File: config.mk
export PLATFORM = sky130hd
export DESIGN_NAME = uart_serial_port
export DESIGN_NICKNAME = d
export VERILOG_FILES = /design/src/core/uart_serial_pkg.sv /design/src/core/uart_serial_port.sv /design/src/core/baud_tick_gen.sv
export SDC_FILE = /design/constraint.sdc
export NUM_CORES = 1
export LEC_CHECK = 0
export ABC_AREA = 1
export BUFFER_PORTS_ARGS = -buffer_cell sky130_fd_sc_hd__buf_2
export CAP_MARGIN = 20
export CORE_MARGIN = 2
export CORE_UTILIZATION = 35
export CTS_CLUSTER_DIAMETER = 120
export DETAILED_ROUTE_END_ITERATION = 6
export SYNTH_ARGS = -nofsm -noshare
export SYNTH_HDL_FRONTEND = slang
export SYNTH_SLANG_ARGS = --single-unit
File: constraint.sdc
create_clock -name clk_sys -period 2.2 [get_ports clk_sys]
set_clock_uncertainty 0.05 [all_clocks]
set_input_delay 0.11 -clock clk_sys [delete_from_list [all_inputs] [get_ports clk_sys]]
set_output_delay 0.11 -clock clk_sys [all_outputs]
set_load 0.05 [all_outputs]
File: src/core/uart_serial_pkg.sv
package uart_serial_pkg;

  // ***********************************************
  // Register map
  // ***********************************************
  localparam logic [7:0] SERIAL_CONTROL_ADDR = 8'h98;
  localparam logic [7:0] SERIAL_DATA_ADDR = 8'h99;
  localparam logic [7:0] IRQ_STATUS_ADDR = 8'h9a;
  localparam logic [7:0] IRQ_MASK_ADDR = 8'h9b;
  localparam logic [7:0] CONTROL_RESET = 8'h00;
  localparam logic [7:0] DATA_RESET = 8'h00;
  localparam logic [7:0] UNMAPPED_READ = 8'h00;

  // Interrupt status and mask layout
  localparam int IRQ_WIDTH = 2;
  localparam int IRQ_RX_BIT = 0;
  localparam int IRQ_TX_BIT = 1;
  localparam logic [1:0] IRQ_RESET = 2'h0;

  // ***********************************************
  // Timing
  // ***********************************************
  localparam int SHIFT_DIV = 12;
  localparam int SHIFT_HALF = SHIFT_DIV / 2;
  localparam int OVERSAMPLE = 16;
  localparam int MODE2_DIV_FAST = 32;
  localparam int MODE2_DIV_SLOW = 64;
  localparam int MODE2_TICK_FAST = MODE2_DIV_FAST / OVERSAMPLE;
  localparam int MODE2_TICK_SLOW = MODE2_DIV_SLOW / OVERSAMPLE;
  localparam int START_MID = OVERSAMPLE / 2;
  localparam int SHIFT_BITS = 8;
  localparam int FRAME8_BITS = 10;
  localparam int FRAME9_BITS = 11;

  // ***********************************************
  // Types
  // ***********************************************
  typedef enum logic [1:0] {
    MODE_SHIFT = 2'b00,
    MODE_UART8 = 2'b01,
    MODE_UART9_FIXED = 2'b10,
    MODE_UART9_VAR = 2'b11
  } mode_e;

  typedef struct packed {
    logic mode_select_high;
    logic mode_select_low;
    logic multiproc_enable;
    logic rx_enable;
    logic tx_ninth_bit;
    logic rx_ninth_bit;
    logic tx_done_flag;
    logic rx_done_flag;
  } serial_control_s;

  typedef struct packed {
    logic [7:0] addr;
    logic [7:0] wdata;
    logic wr;
    logic rd;
  } reg_req_s;

  typedef struct packed {
    logic timer1_overflow;
    logic timer2_overflow;
    logic baud_double;
    logic timer2_tx_clock_select;
    logic timer2_rx_clock_select;
  } baud_src_s;

  typedef enum logic [2:0] {
    TX_IDLE = 3'b001,
    TX_ASYNC = 3'b010,
    TX_SHIFT = 3'b100
  } tx_state_e;

  typedef enum logic [3:0] {
    RX_IDLE = 4'b0001,
    RX_START = 4'b0010,
    RX_DATA = 4'b0100,
    RX_SHIFT = 4'b1000
  } rx_state_e;

endpackage

File: src/core/uart_serial_port.sv
`timescale 1ns/1ps
module uart_serial_port (
  // Clock and reset
  input wire logic clk_sys,
  input wire logic resetn,
  // Register port
  input wire uart_serial_pkg::reg_req_s reg_req,
  output logic [7:0] reg_rdata,
  // Baud sources
  input wire uart_serial_pkg::baud_src_s baud_src,
  // Line pins
  output logic serial_out_pin,
  input wire logic serial_in_pin,
  output logic serial_in_pin_out,
  output logic serial_in_pin_oe,
  // Interrupt
  output logic irq
);

  // ***********************************************
  // State
  // ***********************************************
  typedef struct packed {
    uart_serial_pkg::serial_control_s ctrl;
    uart_serial_pkg::tx_state_e tx_state;
    logic [10:0] tx_shift;
    logic [3:0] tx_count;
    logic [3:0] tx_sub;
    uart_serial_pkg::rx_state_e rx_state;
    logic [1:0] rx_sync;
    logic rx_prev;
    logic [9:0] rx_shift;
    logic [3:0] rx_count;
    logic [3:0] rx_sub;
    logic [7:0] rx_buffer;
    logic [1:0] irq_status;
    logic [1:0] irq_mask;
    logic irq;
    logic [7:0] rdata;
    logic line_out;
    logic data_oe;
  } state_s;

  state_s cur;
  state_s next_cur;

  uart_serial_pkg::mode_e mode;
  logic tx_tick;
  logic rx_tick;
  logic shift_tick;

  assign mode = uart_serial_pkg::mode_e'({cur.ctrl.mode_select_high,
                                          cur.ctrl.mode_select_low});

  // ***********************************************
  // Baud enables
  // ***********************************************
  baud_tick_gen u_baud (
    .clk_sys(clk_sys),
    .resetn(resetn),
    .mode(mode),
    .src(baud_src),
    .tx_tick(tx_tick),
    .rx_tick(rx_tick),
    .shift_tick(shift_tick)
  );

  // ***********************************************
  // Next state
  // ***********************************************
  always_comb begin
    logic rx_in;
    logic data_wr;
    logic tx_event;
    logic rx_event;
    logic [3:0] tx_bits;
    logic [3:0] rx_bits;
    logic [7:0] rx_byte;
    logic rx_ninth;
    logic accept;
    rx_in = cur.rx_sync[1];
    data_wr = 1'b0;
    tx_event = 1'b0;
    rx_event = 1'b0;
    tx_bits = 4'(uart_serial_pkg::FRAME9_BITS);
    rx_bits = 4'(uart_serial_pkg::FRAME9_BITS - 1);
    rx_byte = cur.rx_shift[7:0];
    rx_ninth = cur.rx_shift[8];
    accept = 1'b0;
    next_cur = cur;
    // Only the second stage feeds logic
    next_cur.rx_sync = {cur.rx_sync[0], serial_in_pin};
    next_cur.rx_prev = rx_in;
    next_cur.rdata = uart_serial_pkg::UNMAPPED_READ;

    if (mode == uart_serial_pkg::MODE_UART8) begin
      tx_bits = 4'(uart_serial_pkg::FRAME8_BITS);
      rx_bits = 4'(uart_serial_pkg::FRAME8_BITS - 1);
    end

    // ***********************************************
    // Register writes
    // ***********************************************
    if (reg_req.wr) begin
      case (reg_req.addr)
        uart_serial_pkg::SERIAL_CONTROL_ADDR: begin
          // Multiproc enable writable at any time
          next_cur.ctrl = uart_serial_pkg::serial_control_s'(
            reg_req.wdata);
        end
        uart_serial_pkg::SERIAL_DATA_ADDR: begin
          data_wr = 1'b1;
        end
        uart_serial_pkg::IRQ_STATUS_ADDR: begin
          next_cur.irq_status = cur.irq_status &
            ~reg_req.wdata[uart_serial_pkg::IRQ_WIDTH-1:0];
        end
        uart_serial_pkg::IRQ_MASK_ADDR: begin
          next_cur.irq_mask =
            reg_req.wdata[uart_serial_pkg::IRQ_WIDTH-1:0];
        end
        default: begin
        end
      endcase
    end

    // ***********************************************
    // Register reads, data valid next cycle
    // ***********************************************
    if (reg_req.rd) begin
      case (reg_req.addr)
        uart_serial_pkg::SERIAL_CONTROL_ADDR: begin
          next_cur.rdata = cur.ctrl;
        end
        uart_serial_pkg::SERIAL_DATA_ADDR: begin
          next_cur.rdata = cur.rx_buffer;
        end
        uart_serial_pkg::IRQ_STATUS_ADDR: begin
          next_cur.rdata = {6'h00, cur.irq_status};
        end
        uart_serial_pkg::IRQ_MASK_ADDR: begin
          next_cur.rdata = {6'h00, cur.irq_mask};
        end
        default: begin
          next_cur.rdata = uart_serial_pkg::UNMAPPED_READ;
        end
      endcase
    end

    // ***********************************************
    // Transmitter
    // ***********************************************
    case (cur.tx_state)
      uart_serial_pkg::TX_IDLE: begin
        // Writes while busy are dropped to keep frames intact
        if (data_wr && mode == uart_serial_pkg::MODE_SHIFT) begin
          // Shift mode shares the data pin with the receiver
          if (!cur.ctrl.tx_done_flag &&
              cur.rx_state == uart_serial_pkg::RX_IDLE) begin
            next_cur.tx_state = uart_serial_pkg::TX_SHIFT;
            next_cur.tx_shift = {3'h7, reg_req.wdata};
            next_cur.tx_count = 4'h0;
            next_cur.data_oe = ~reg_req.wdata[0];
          end
        end else if (data_wr) begin
          next_cur.tx_state = uart_serial_pkg::TX_ASYNC;
          next_cur.tx_shift = {1'b1,
            cur.ctrl.tx_ninth_bit | (mode == uart_serial_pkg::MODE_UART8),
            reg_req.wdata, 1'b0};
          next_cur.tx_count = 4'h0;
          next_cur.tx_sub = 4'h0;
          next_cur.line_out = 1'b0;
        end
      end
      uart_serial_pkg::TX_ASYNC: begin
        if (tx_tick) begin
          next_cur.tx_sub = cur.tx_sub + 4'h1;
          if (cur.tx_sub == 4'(uart_serial_pkg::OVERSAMPLE - 1)) begin
            next_cur.tx_shift = {1'b1, cur.tx_shift[10:1]};
            next_cur.tx_count = cur.tx_count + 4'h1;
            next_cur.line_out = cur.tx_shift[1];
            if (cur.tx_count + 4'h1 == tx_bits) begin
              next_cur.tx_state = uart_serial_pkg::TX_IDLE;
              next_cur.line_out = 1'b1;
              tx_event = 1'b1;
            end
          end
        end
      end
      uart_serial_pkg::TX_SHIFT: begin
        if (shift_tick) begin
          // Falling edge holds data; rising edge moves it on
          next_cur.line_out = ~cur.line_out;
          if (!cur.line_out) begin
            next_cur.tx_count = cur.tx_count + 4'h1;
            next_cur.tx_shift = {1'b1, cur.tx_shift[10:1]};
            next_cur.data_oe = ~cur.tx_shift[1];
            if (cur.tx_count == 4'(uart_serial_pkg::SHIFT_BITS - 1)) begin
              next_cur.tx_state = uart_serial_pkg::TX_IDLE;
              next_cur.data_oe = 1'b0;
              tx_event = 1'b1;
            end
          end
        end
      end
      default: begin
        next_cur.tx_state = uart_serial_pkg::TX_IDLE;
      end
    endcase

    // ***********************************************
    // Receiver, runs beside the transmitter except in shift mode
    // ***********************************************
    case (cur.rx_state)
      uart_serial_pkg::RX_IDLE: begin
        if (mode == uart_serial_pkg::MODE_SHIFT) begin
          if (cur.ctrl.rx_enable && !cur.ctrl.rx_done_flag &&
              cur.tx_state == uart_serial_pkg::TX_IDLE) begin
            next_cur.rx_state = uart_serial_pkg::RX_SHIFT;
            next_cur.rx_count = 4'h0;
          end
        end else if (cur.ctrl.rx_enable && cur.rx_prev && !rx_in) begin
          next_cur.rx_state = uart_serial_pkg::RX_START;
          next_cur.rx_sub = 4'h0;
        end
      end
      uart_serial_pkg::RX_START: begin
        if (rx_tick) begin
          next_cur.rx_sub = cur.rx_sub + 4'h1;
          if (cur.rx_sub == 4'(uart_serial_pkg::START_MID - 1)) begin
            // A glitch shorter than half a bit is not a start
            next_cur.rx_state = rx_in ? uart_serial_pkg::RX_IDLE :
                                        uart_serial_pkg::RX_DATA;
            next_cur.rx_sub = 4'h0;
            next_cur.rx_count = 4'h0;
          end
        end
      end
      uart_serial_pkg::RX_DATA: begin
        if (rx_tick) begin
          next_cur.rx_sub = cur.rx_sub + 4'h1;
          if (cur.rx_sub == 4'(uart_serial_pkg::OVERSAMPLE - 1)) begin
            next_cur.rx_shift = {rx_in, cur.rx_shift[9:1]};
            next_cur.rx_count = cur.rx_count + 4'h1;
            if (cur.rx_count + 4'h1 == rx_bits) begin
              next_cur.rx_state = uart_serial_pkg::RX_IDLE;
              rx_event = 1'b1;
            end
          end
        end
      end
      uart_serial_pkg::RX_SHIFT: begin
        next_cur.data_oe = 1'b0;
        if (shift_tick) begin
          next_cur.line_out = ~cur.line_out;
          if (cur.line_out) begin
            // Sample while the far end holds data steady
            next_cur.rx_shift = {rx_in, cur.rx_shift[9:1]};
          end else begin
            next_cur.rx_count = cur.rx_count + 4'h1;
            if (cur.rx_count == 4'(uart_serial_pkg::SHIFT_BITS - 1)) begin
              next_cur.rx_state = uart_serial_pkg::RX_IDLE;
              rx_event = 1'b1;
            end
          end
        end
      end
      default: begin
        next_cur.rx_state = uart_serial_pkg::RX_IDLE;
      end
    endcase

    // ***********************************************
    // Frame completion, evaluated on the final shift
    // ***********************************************
    if (rx_event) begin
      case (mode)
        uart_serial_pkg::MODE_SHIFT: begin
          rx_byte = next_cur.rx_shift[9:2];
          rx_ninth = cur.ctrl.rx_ninth_bit;
        end
        uart_serial_pkg::MODE_UART8: begin
          rx_byte = next_cur.rx_shift[8:1];
          rx_ninth = next_cur.rx_shift[9];
        end
        default: begin
          rx_byte = next_cur.rx_shift[7:0];
          rx_ninth = next_cur.rx_shift[8];
        end
      endcase
      // An unread byte is kept; the newer one is lost
      accept = !next_cur.ctrl.rx_done_flag &&
               (mode == uart_serial_pkg::MODE_SHIFT ||
                !cur.ctrl.multiproc_enable || rx_ninth);
      if (accept) begin
        next_cur.rx_buffer = rx_byte;
        next_cur.ctrl.rx_ninth_bit = rx_ninth;
        next_cur.ctrl.rx_done_flag = 1'b1;
        next_cur.irq_status[uart_serial_pkg::IRQ_RX_BIT] = 1'b1;
      end
    end

    // Hardware set wins over a same-cycle clear
    if (tx_event) begin
      next_cur.ctrl.tx_done_flag = 1'b1;
      next_cur.irq_status[uart_serial_pkg::IRQ_TX_BIT] = 1'b1;
    end

    next_cur.irq = |(next_cur.irq_status & next_cur.irq_mask);
  end

  // ***********************************************
  // Registers
  // ***********************************************
  always_ff @(posedge clk_sys or negedge resetn) begin
    if (!resetn) begin
      cur.ctrl <= uart_serial_pkg::serial_control_s'(
        uart_serial_pkg::CONTROL_RESET);
      cur.tx_state <= uart_serial_pkg::TX_IDLE;
      cur.tx_shift <= 11'h7ff;
      cur.tx_count <= 4'h0;
      cur.tx_sub <= 4'h0;
      cur.rx_state <= uart_serial_pkg::RX_IDLE;
      cur.rx_sync <= 2'h3;
      cur.rx_prev <= 1'b1;
      cur.rx_shift <= 10'h000;
      cur.rx_count <= 4'h0;
      cur.rx_sub <= 4'h0;
      cur.rx_buffer <= uart_serial_pkg::DATA_RESET;
      cur.irq_status <= uart_serial_pkg::IRQ_RESET;
      cur.irq_mask <= uart_serial_pkg::IRQ_RESET;
      cur.irq <= 1'b0;
      cur.rdata <= uart_serial_pkg::UNMAPPED_READ;
      cur.line_out <= 1'b1;
      cur.data_oe <= 1'b0;
    end else begin
      cur <= next_cur;
    end
  end

  // ***********************************************
  // Outputs
  // ***********************************************
  assign reg_rdata = cur.rdata;
  assign serial_out_pin = cur.line_out;
  // Open drain: only ever pulls low
  assign serial_in_pin_out = 1'b0;
  assign serial_in_pin_oe = cur.data_oe;
  assign irq = cur.irq;

endmodule

File: src/core/baud_tick_gen.sv
`timescale 1ns/1ps
module baud_tick_gen (
  // Clock and reset
  input wire logic clk_sys,
  input wire logic resetn,
  // Rate selection
  input wire uart_serial_pkg::mode_e mode,
  input wire uart_serial_pkg::baud_src_s src,
  // Enables
  output logic tx_tick,
  output logic rx_tick,
  output logic shift_tick
);

  typedef struct packed {
    logic [5:0] div;
    logic t1_half;
    logic tx_tick;
    logic rx_tick;
    logic shift_tick;
  } state_s;

  state_s cur;
  state_s next_cur;

  always_comb begin
    logic [5:0] limit;
    logic wrap;
    logic t1_rate;
    limit = 6'(uart_serial_pkg::SHIFT_HALF - 1);
    wrap = 1'b0;
    t1_rate = 1'b0;
    next_cur = cur;
    next_cur.shift_tick = 1'b0;
    next_cur.tx_tick = 1'b0;
    next_cur.rx_tick = 1'b0;
    // Shift clock half period, core clock / 12 per full period
    if (mode == uart_serial_pkg::MODE_UART9_FIXED) begin
      limit = src.baud_double ?
        6'(uart_serial_pkg::MODE2_TICK_FAST - 1) :
        6'(uart_serial_pkg::MODE2_TICK_SLOW - 1);
    end
    wrap = (cur.div >= limit);
    next_cur.div = wrap ? 6'h00 : cur.div + 6'h01;
    if (src.timer1_overflow) begin
      next_cur.t1_half = ~cur.t1_half;
    end
    // Half rate passes every second overflow
    t1_rate = src.timer1_overflow & (src.baud_double | cur.t1_half);
    case (mode)
      uart_serial_pkg::MODE_SHIFT: begin
        next_cur.shift_tick = wrap;
      end
      uart_serial_pkg::MODE_UART9_FIXED: begin
        next_cur.tx_tick = wrap;
        next_cur.rx_tick = wrap;
      end
      default: begin
        next_cur.tx_tick = src.timer2_tx_clock_select ?
          src.timer2_overflow : t1_rate;
        next_cur.rx_tick = src.timer2_rx_clock_select ?
          src.timer2_overflow : t1_rate;
      end
    endcase
  end

  always_ff @(posedge clk_sys or negedge resetn) begin
    if (!resetn) begin
      cur <= '0;
    end else begin
      cur <= next_cur;
    end
  end

  assign tx_tick = cur.tx_tick;
  assign rx_tick = cur.rx_tick;
  assign shift_tick = cur.shift_tick;

endmodule

==> results.md, run 1 <==
* Area delta synth->final at 17.9%
* TritonCTS clock tree: done
* GRT Overall Usage at between 10% and 20%
* Most common cell after layout, fill and taps aside: nand2_1
* Bufs and invs on worst path at 3
* CTS Buffer Depth at 2
* IO Count at 38
* CP max-delay cell: dfstp_2
* DP HPWL at roughly 7800 um
* Multi-input gate area at roughly 0.0021 sq mm
* Worst Hold Class: primary input to register
* Total CTS buffers at 9
* # placed instances at 794
* Clock Pin Slew Worst Setup and Hold Paths at ~0.060 ns
* 1st-pass router iterations at 5
* Non-filler cells, final at 821
* WP data arrival at 2.18 ns
* CP Data Required Time at approximately 2.4 ns
* Pwr Total at just under 5 mW
* Via/cell ratio at around 4.8
* FF/Latch Area at 0.00217 sq mm
* Hold Fails Final Rpt at 0
* Main synth FF type: dfrtp_1
* FP Rows at 41
* Synthesis Warnings at 0
* Pre-CTS setup slack at between 0.07 and 0.08 ns
* #FFs+latches synth at 86
* ANT nets after route at 0
* Leakage power at between 2 and 3 nW
* Die Y at 118 um
* Maxcap violations at 0
* Final nets at ~680
* PwrDens at just under 900 mW/mm^2
* Root buf cell: clkbuf_16
* Tmin final at between 1.5 and 2 ns
* CTS sink count at 86
* Sequential cell area fraction in the yosys report at 47.3%
* Fmax at 511 MHz
* IO Port Bufs at 36
* Wire per inst at around 13 um
* Post-layout util at a little over two fifths
* Worst Path Max Fanout at 12
* CP cell instances: inv_1, nand3_1, inv_1, a211oi_1, nand2_1, nor2_4, nand2_4, buf_4, nand2_1, nand2_1
* Core area at between 0.01 and 0.015 sq mm
* Vias in the first global route at 3861
* VDD IR max at 0.359 mV
* Finish-stage setup viols at 0
* Synth async-reset ratio at 100%
* DRC at 0
* Gr ovfl total at 0
* Die ar. at around 0.014 sq mm
* Number of synthesized flops with an enable pin at 0
* Crit path max-delay family: simple AND/OR/NAND/NOR gates
* Setup ws final at roughly 0.24 ns
* # H-tree levels at 3
* Final period util at between 80% and 90%
* Starting Density at a little over a third
* Worst setup path class: register to register
* RSZ-0062 raised after global routing: no
* Most frequent cells in the layout: nand2_1, dfrtp_1, o21ai_0
* RePlAce Congestion at 0.841
* Fin. max-slew vios at 0
* Final wirelength at approximately 10000 um
* CP endpoint kind: register
* Worst-skew pair later-pin latency at 0.34 ns
* Fillers at 1351
* Initial antenna violation count at 0
* Startpoint types: register
* Status: complete, no violations
* Diode count at 0
* First-pass GRT wire length at ~18000 um
* Post-synth cell types at 41
* Pin count of the biggest net entering global routing at 53
* Vias at 3913
* Layout cells sized above 1 at between 10% and 20%
* DRT iter0 DRCs at approximately 270
* Post-Syn Instances at 587
* Worst path max stage delay at around 0.53 ns
* Crit-path most repeated cell: nand2_1
* Fin Setup TNS at 0 ns
* Die Span X at around 120 um
* Cell Area, Synth at about 0.0046 sq mm
* Syn_area_per_cell at just under 8 sq um
-- cells by family (layout without fill, tap and decap cells) --
logic type | count (synthesis) | after routing | synth area share [%]
AOI/OAI and AO/OA | 87 | 87 | 10.4
xor gates and xnor gates | 9 | 9 | 1.72
adders and majority gates | 7 | 7 | 1.91
buffers and inverters | 71 | 130 | 7.15
DFF | 86 | 86 | 47.3
muxes | 2 | 2 | 0.436
other | 1 | 3 | 0.0818
and+or+nand+nor | 324 | 325 | 31.0
-- power by group --
group	leakage (nW)	total [mW]	switching, mW	internal (mW)
logic	1.49	1.32	0.874	0.447
clock network	0.142	1.48	0.647	0.837
registers	1.10	2.01	0.149	1.86
-- flip-flops by register name (all words and copies together) (netlist names) --
signal,flops
cur,65
reg_rdata,8
u_baud.cur,7
irq,1
serial_in_pin_oe,1
serial_out_pin,1
u_baud.rx_tick,1
u_baud.shift_tick,1
u_baud.tx_tick,1
-- layout make-up --
type,count,area share (%)
Tap cell,172,3.98
Sequential cell,86,40.2
Inverter,52,3.66
Clock inverter,5,0.787
Clock buffer,11,4.67
Timing Repair Buffer,62,7.59
Multi-Input combinational cell,433,39.2
-- synth_stat cells, types with 3 or more instances --
library cell | n | area, sq um
o21ai_0 | 48 | 240
inv_2 | 5 | 18.8
nand2_1 | 206 | 773
inv_1 | 47 | 176
dfstp_2 | 15 | 394
o21ai_1 | 5 | 25.0
clkbuf_1 | 3 | 11.3
nor3_1 | 4 | 20.0
dfrtp_1 | 71 | 1780
o31ai_1 | 3 | 22.5
buf_2 | 4 | 20.0
xor2_1 | 8 | 70.1
ha_1 | 7 | 87.6
a21oi_1 | 19 | 95.1
nand2_2 | 8 | 50.1
buf_4 | 9 | 67.6
nand3_1 | 37 | 185
nand3b_1 | 3 | 22.5
o21ai_2 | 3 | 26.3
buf_6 | 3 | 33.8
nor2_1 | 45 | 169
nand4_1 | 5 | 31.3
-- path summary, 6_finish.rpt --
path	to	start	slack [ns]	cells after the start
setup / recovery	cur[63]	cur[67]	0.24	10
hold / removal	u_baud.rx_tick	baud_src[3]	0.05	3
setup reg to reg	cur[63]	cur[67]	0.24	10
hold reg to reg	cur[43]	cur[42]	0.31	0
max in group asynchronous	cur[64]	resetn	1.19	3
min in group asynchronous	cur[45]	resetn	0.23	2
-- worst register-to-register path, delay by kind of cell, from the launching register on --
| kind | cells | cell delay (ns) |
|---|---|---|
| AO/OA/AOI/OAI | 1 | 0.23 |
| buffers and inverters | 3 | 0.36 |
| flip-flops | 1 | 0.53 |
| AND/OR/NAND/NOR | 6 | 0.73 |
-- metrics by stage --
stage	hold WS [ns]	area, sq um
global route	0.0867	5410
floorplan	-0.236	4590
detailed placement	0.0610	4990
global placement	0.0618	4990
CTS	0.0498	5370
finish	0.0484	5410
-- what timing repair did --
item / CTS / global route
buffers inserted: 0 / 2
hold buffers: 8 / 0
endpoints found under the setup margin: 0 / 11
resized for setup: 0 / 3
endpoints found under the hold margin: 35 / 0
-- per-layer routing --
| metal | track usage (%) | wire (um) |
|---|---|---|
| met5 | 0 | 0 |
| met4 | 6.10 | 211 |
| met3 | 2.94 | 316 |
| met2 | 27.0 | 5150 |
| met1 | 20.1 | 4800 |
Power figures use the tool's default switching activity.
==> run 2: changes to the inputs <==
- CTS_CLUSTER_DIAMETER: 120 -> 80
- clock period: 2.2 -> 2.3 ns (I/O delays scaled with it)
==> run 2 against run 1 <==
Flip-flop and latch count unchanged. Wire length is 1.7% higher. Critical path type unchanged. Critical endpoint is now cur[16]. Core utilization fell by 0.26 points. Largest cell class unchanged.
==> results.md, run 2 (synthesis gave the netlist of run 1 again) <==
* Root buf cell: clkbuf_16
* Post-layout util at 42.2% (-0.26 points)
* Reg2Reg Setup Slack at 0.24 ns (about the same)
* Fin Setup TNS at 0 ns (unchanged)
* Postcts setup bufs at 0 (unchanged)
* Switching power at 1.58 mW (-5.6%)
* DRC at 0 (unchanged)
* Die Y at 118 um (unchanged)
* Status: complete, no violations
* Pin count of the biggest net entering global routing at 45 (-15%)
* First-pass GRT wire length at 18400 um (+1.8%)
* IO Count at 38 (unchanged)
* Total CTS buffers at 9 (unchanged)
* Die Span X at 118 um (unchanged)
* Post-DP Area at 0.00495 sq mm (-0.90%)
* # H-tree levels at 3 (unchanged)
* FP Rows at 41 (unchanged)
* Reg-to-reg endpoint: cur[16]
* Crit path from: cur[23]
* DRT iter0 DRCs at 131 (-51%)
* Final Instance Area at 0.00537 sq mm (-0.60%)
* Fmax at 484 MHz (-5.2%)
* Starting Density at 36.1% (unchanged)
* Fin Hold WS at 0.0531 ns (+0.00470 ns)
* 1st-pass router iterations at 5 (unchanged)
* Vias at 3872 (-1.0%)
* Most common cell after layout, fill and taps aside: nand2_1
* Cells on worst reg2reg path at 13 (+3)
* Vias in the first global route at 3877 (+0.41%)
* Final nets at 668 (-1.3%)
* Final period util at 89.7% (+0.84 points)
* Fin. max-slew vios at 0 (unchanged)
* Initial antenna violation count at 0 (unchanged)
* TritonCTS clock tree: done
* Area delta synth->final at 17.2%
* Worst Hold Class: primary input to register
* CP endpoint kind: register
* Wire per inst at 13.1 um (+2.8%)
* CTS Buffer Depth at 2 (unchanged)
* Hold Fails Final Rpt at 0 (unchanged)
* Leakage power at 2.72 nW (-0.38%)
* Startpoint types: register
* Slew @ Worst Pin at approximately 0.59 ns
* Layout cells sized above 1 at 16.9% (-1.0 points)
* Finish-stage setup viols at 0 (unchanged)
* Worst setup path class: register to register
* GRT Overall Usage at 16.2% (+0.31 points)
* Comb power frac at 25.8% (-1.6 points)
* RePlAce Congestion at 0.847 (+0.81%)
* Switching Share at 33.3% (-1.4 points)
* Pint at 3.15 mW (+0.27%)
* CTS sink count at 86 (unchanged)
* Via/cell ratio at 4.77 (about the same)
* Most frequent cells in the layout: nand2_1, dfrtp_1, o21ai_0
* ANT nets after route at 0 (unchanged)
* Maxcap violations at 0 (unchanged)
* IO Port Bufs at 36 (unchanged)
* Gr ovfl total at 0 (unchanged)
* WP data arrival at 2.29 ns (+0.11 ns)
* Register name with the most flops: cur
* RSZ-0062 raised after global routing: no
* PwrDens at 880 mW/mm^2 (-1.2%)
* Pwr Total at 4.73 mW (-1.8%)
* Seq pwr share at 40.7% (-1.1 points)
* Final wirelength at 10700 um (+1.7%)
* Core area at 0.0127 sq mm (unchanged)
* Worst Path Max Fanout at 13 (+1)
* VDD IR max at 0.398 mV (+11%)
* DP HPWL at 7790 um (+0.39%)
* Reg-to-Reg Start: cur[23]
* Tmin final at 2.06 ns (+0.108 ns)
* Relative slew slack at about three fifths
* Clock Pin Slew Worst Setup and Hold Paths at 0.06 ns (about the same)
* Diode count at 0 (unchanged)
* Capture point of the worst path: cur[16]
* Worst-skew pair later-pin latency at 0.34 ns (about the same)
* Clock network power share at 33.5% (+2.7 points)
* CP Data Required Time at 2.53 ns (+0.10 ns)
* Largest register FFs at 65 (unchanged)
* Die ar. at 0.0140 sq mm (unchanged)
-- run 2: power by group through the flow --
stage	sequential, mW	clock (mW)	combinational, mW
4_1_cts	1.93	1.61	1.23
2_1_floorplan	1.98	0	0.849
5_1_grt	1.95	1.68	1.39
3_5_place_dp	1.95	0	1.21
3_3_place_gp	1.94	0	1.18
6_report	1.93	1.58	1.22
-- run 2: final cells by class --
class,count,area [sq um]
clock buffer,11,243
clock inverter,5,81.3
fill,1328,7350
inverter,52,198
multi-input combinational,432,2110
sequential,86,2170
tap,172,215
timing repair buffer,54,350
-- run 2: what timing repair did --
item                                   in CTS  in global routing
endpoints found under the hold margin      39                  0
setup endpoints to repair                   0                 17
hold buffers                                8                  0
gates resized for setup                     0                  6
-- run 2: through the flow --
stage | setup slack, ns | cells
finish | 0.236 | 812
global route | 0.0179 | 812
CTS | 0.0559 | 812
detailed placement | 0.0713 | 788
global placement | 0.179 | 788
floorplan | 0.400 | 589
-- run 2: routing by layer --
metal  GRT usage (%)  part of all wire, %  vias to the layer above
met5               0                    0                        -
met4            5.95                  1.6                        0
met3            2.85                  2.7                       16
met2            27.8                   50                       53
met1            20.5                   46                     1818
li1                -                    -                     1985
-- run 2: worst min-delay path by stage --
stage	startpoint	endpoint	cells past startpoint	slack (ns)
2_1_floorplan	resetn	cur[11]	0	-0.23
3_3_place_gp	resetn	cur[26]	1	0.11
3_5_place_dp	resetn	cur[26]	1	0.11
4_1_cts	baud_src[3]	u_baud.rx_tick	3	0.05
5_1_grt	baud_src[3]	u_baud.rx_tick	3	0.06
6_report	baud_src[3]	u_baud.rx_tick	3	0.05
-- run 2: worst max-delay path, cell delays in order, from the launching register on --
cell and delay (ns):
dfrtp_1 0.38, ha_1 0.20, nand3_1 0.10, nor2_1 0.18, nand2_4 0.15, nand2_4 0.15, nand2_2 0.06, nand2_2 0.09
nand2_1 0.09, nand3_2 0.12, nand3_4 0.17, inv_4 0.14, nand2_1 0.06, nand2_1 0.06
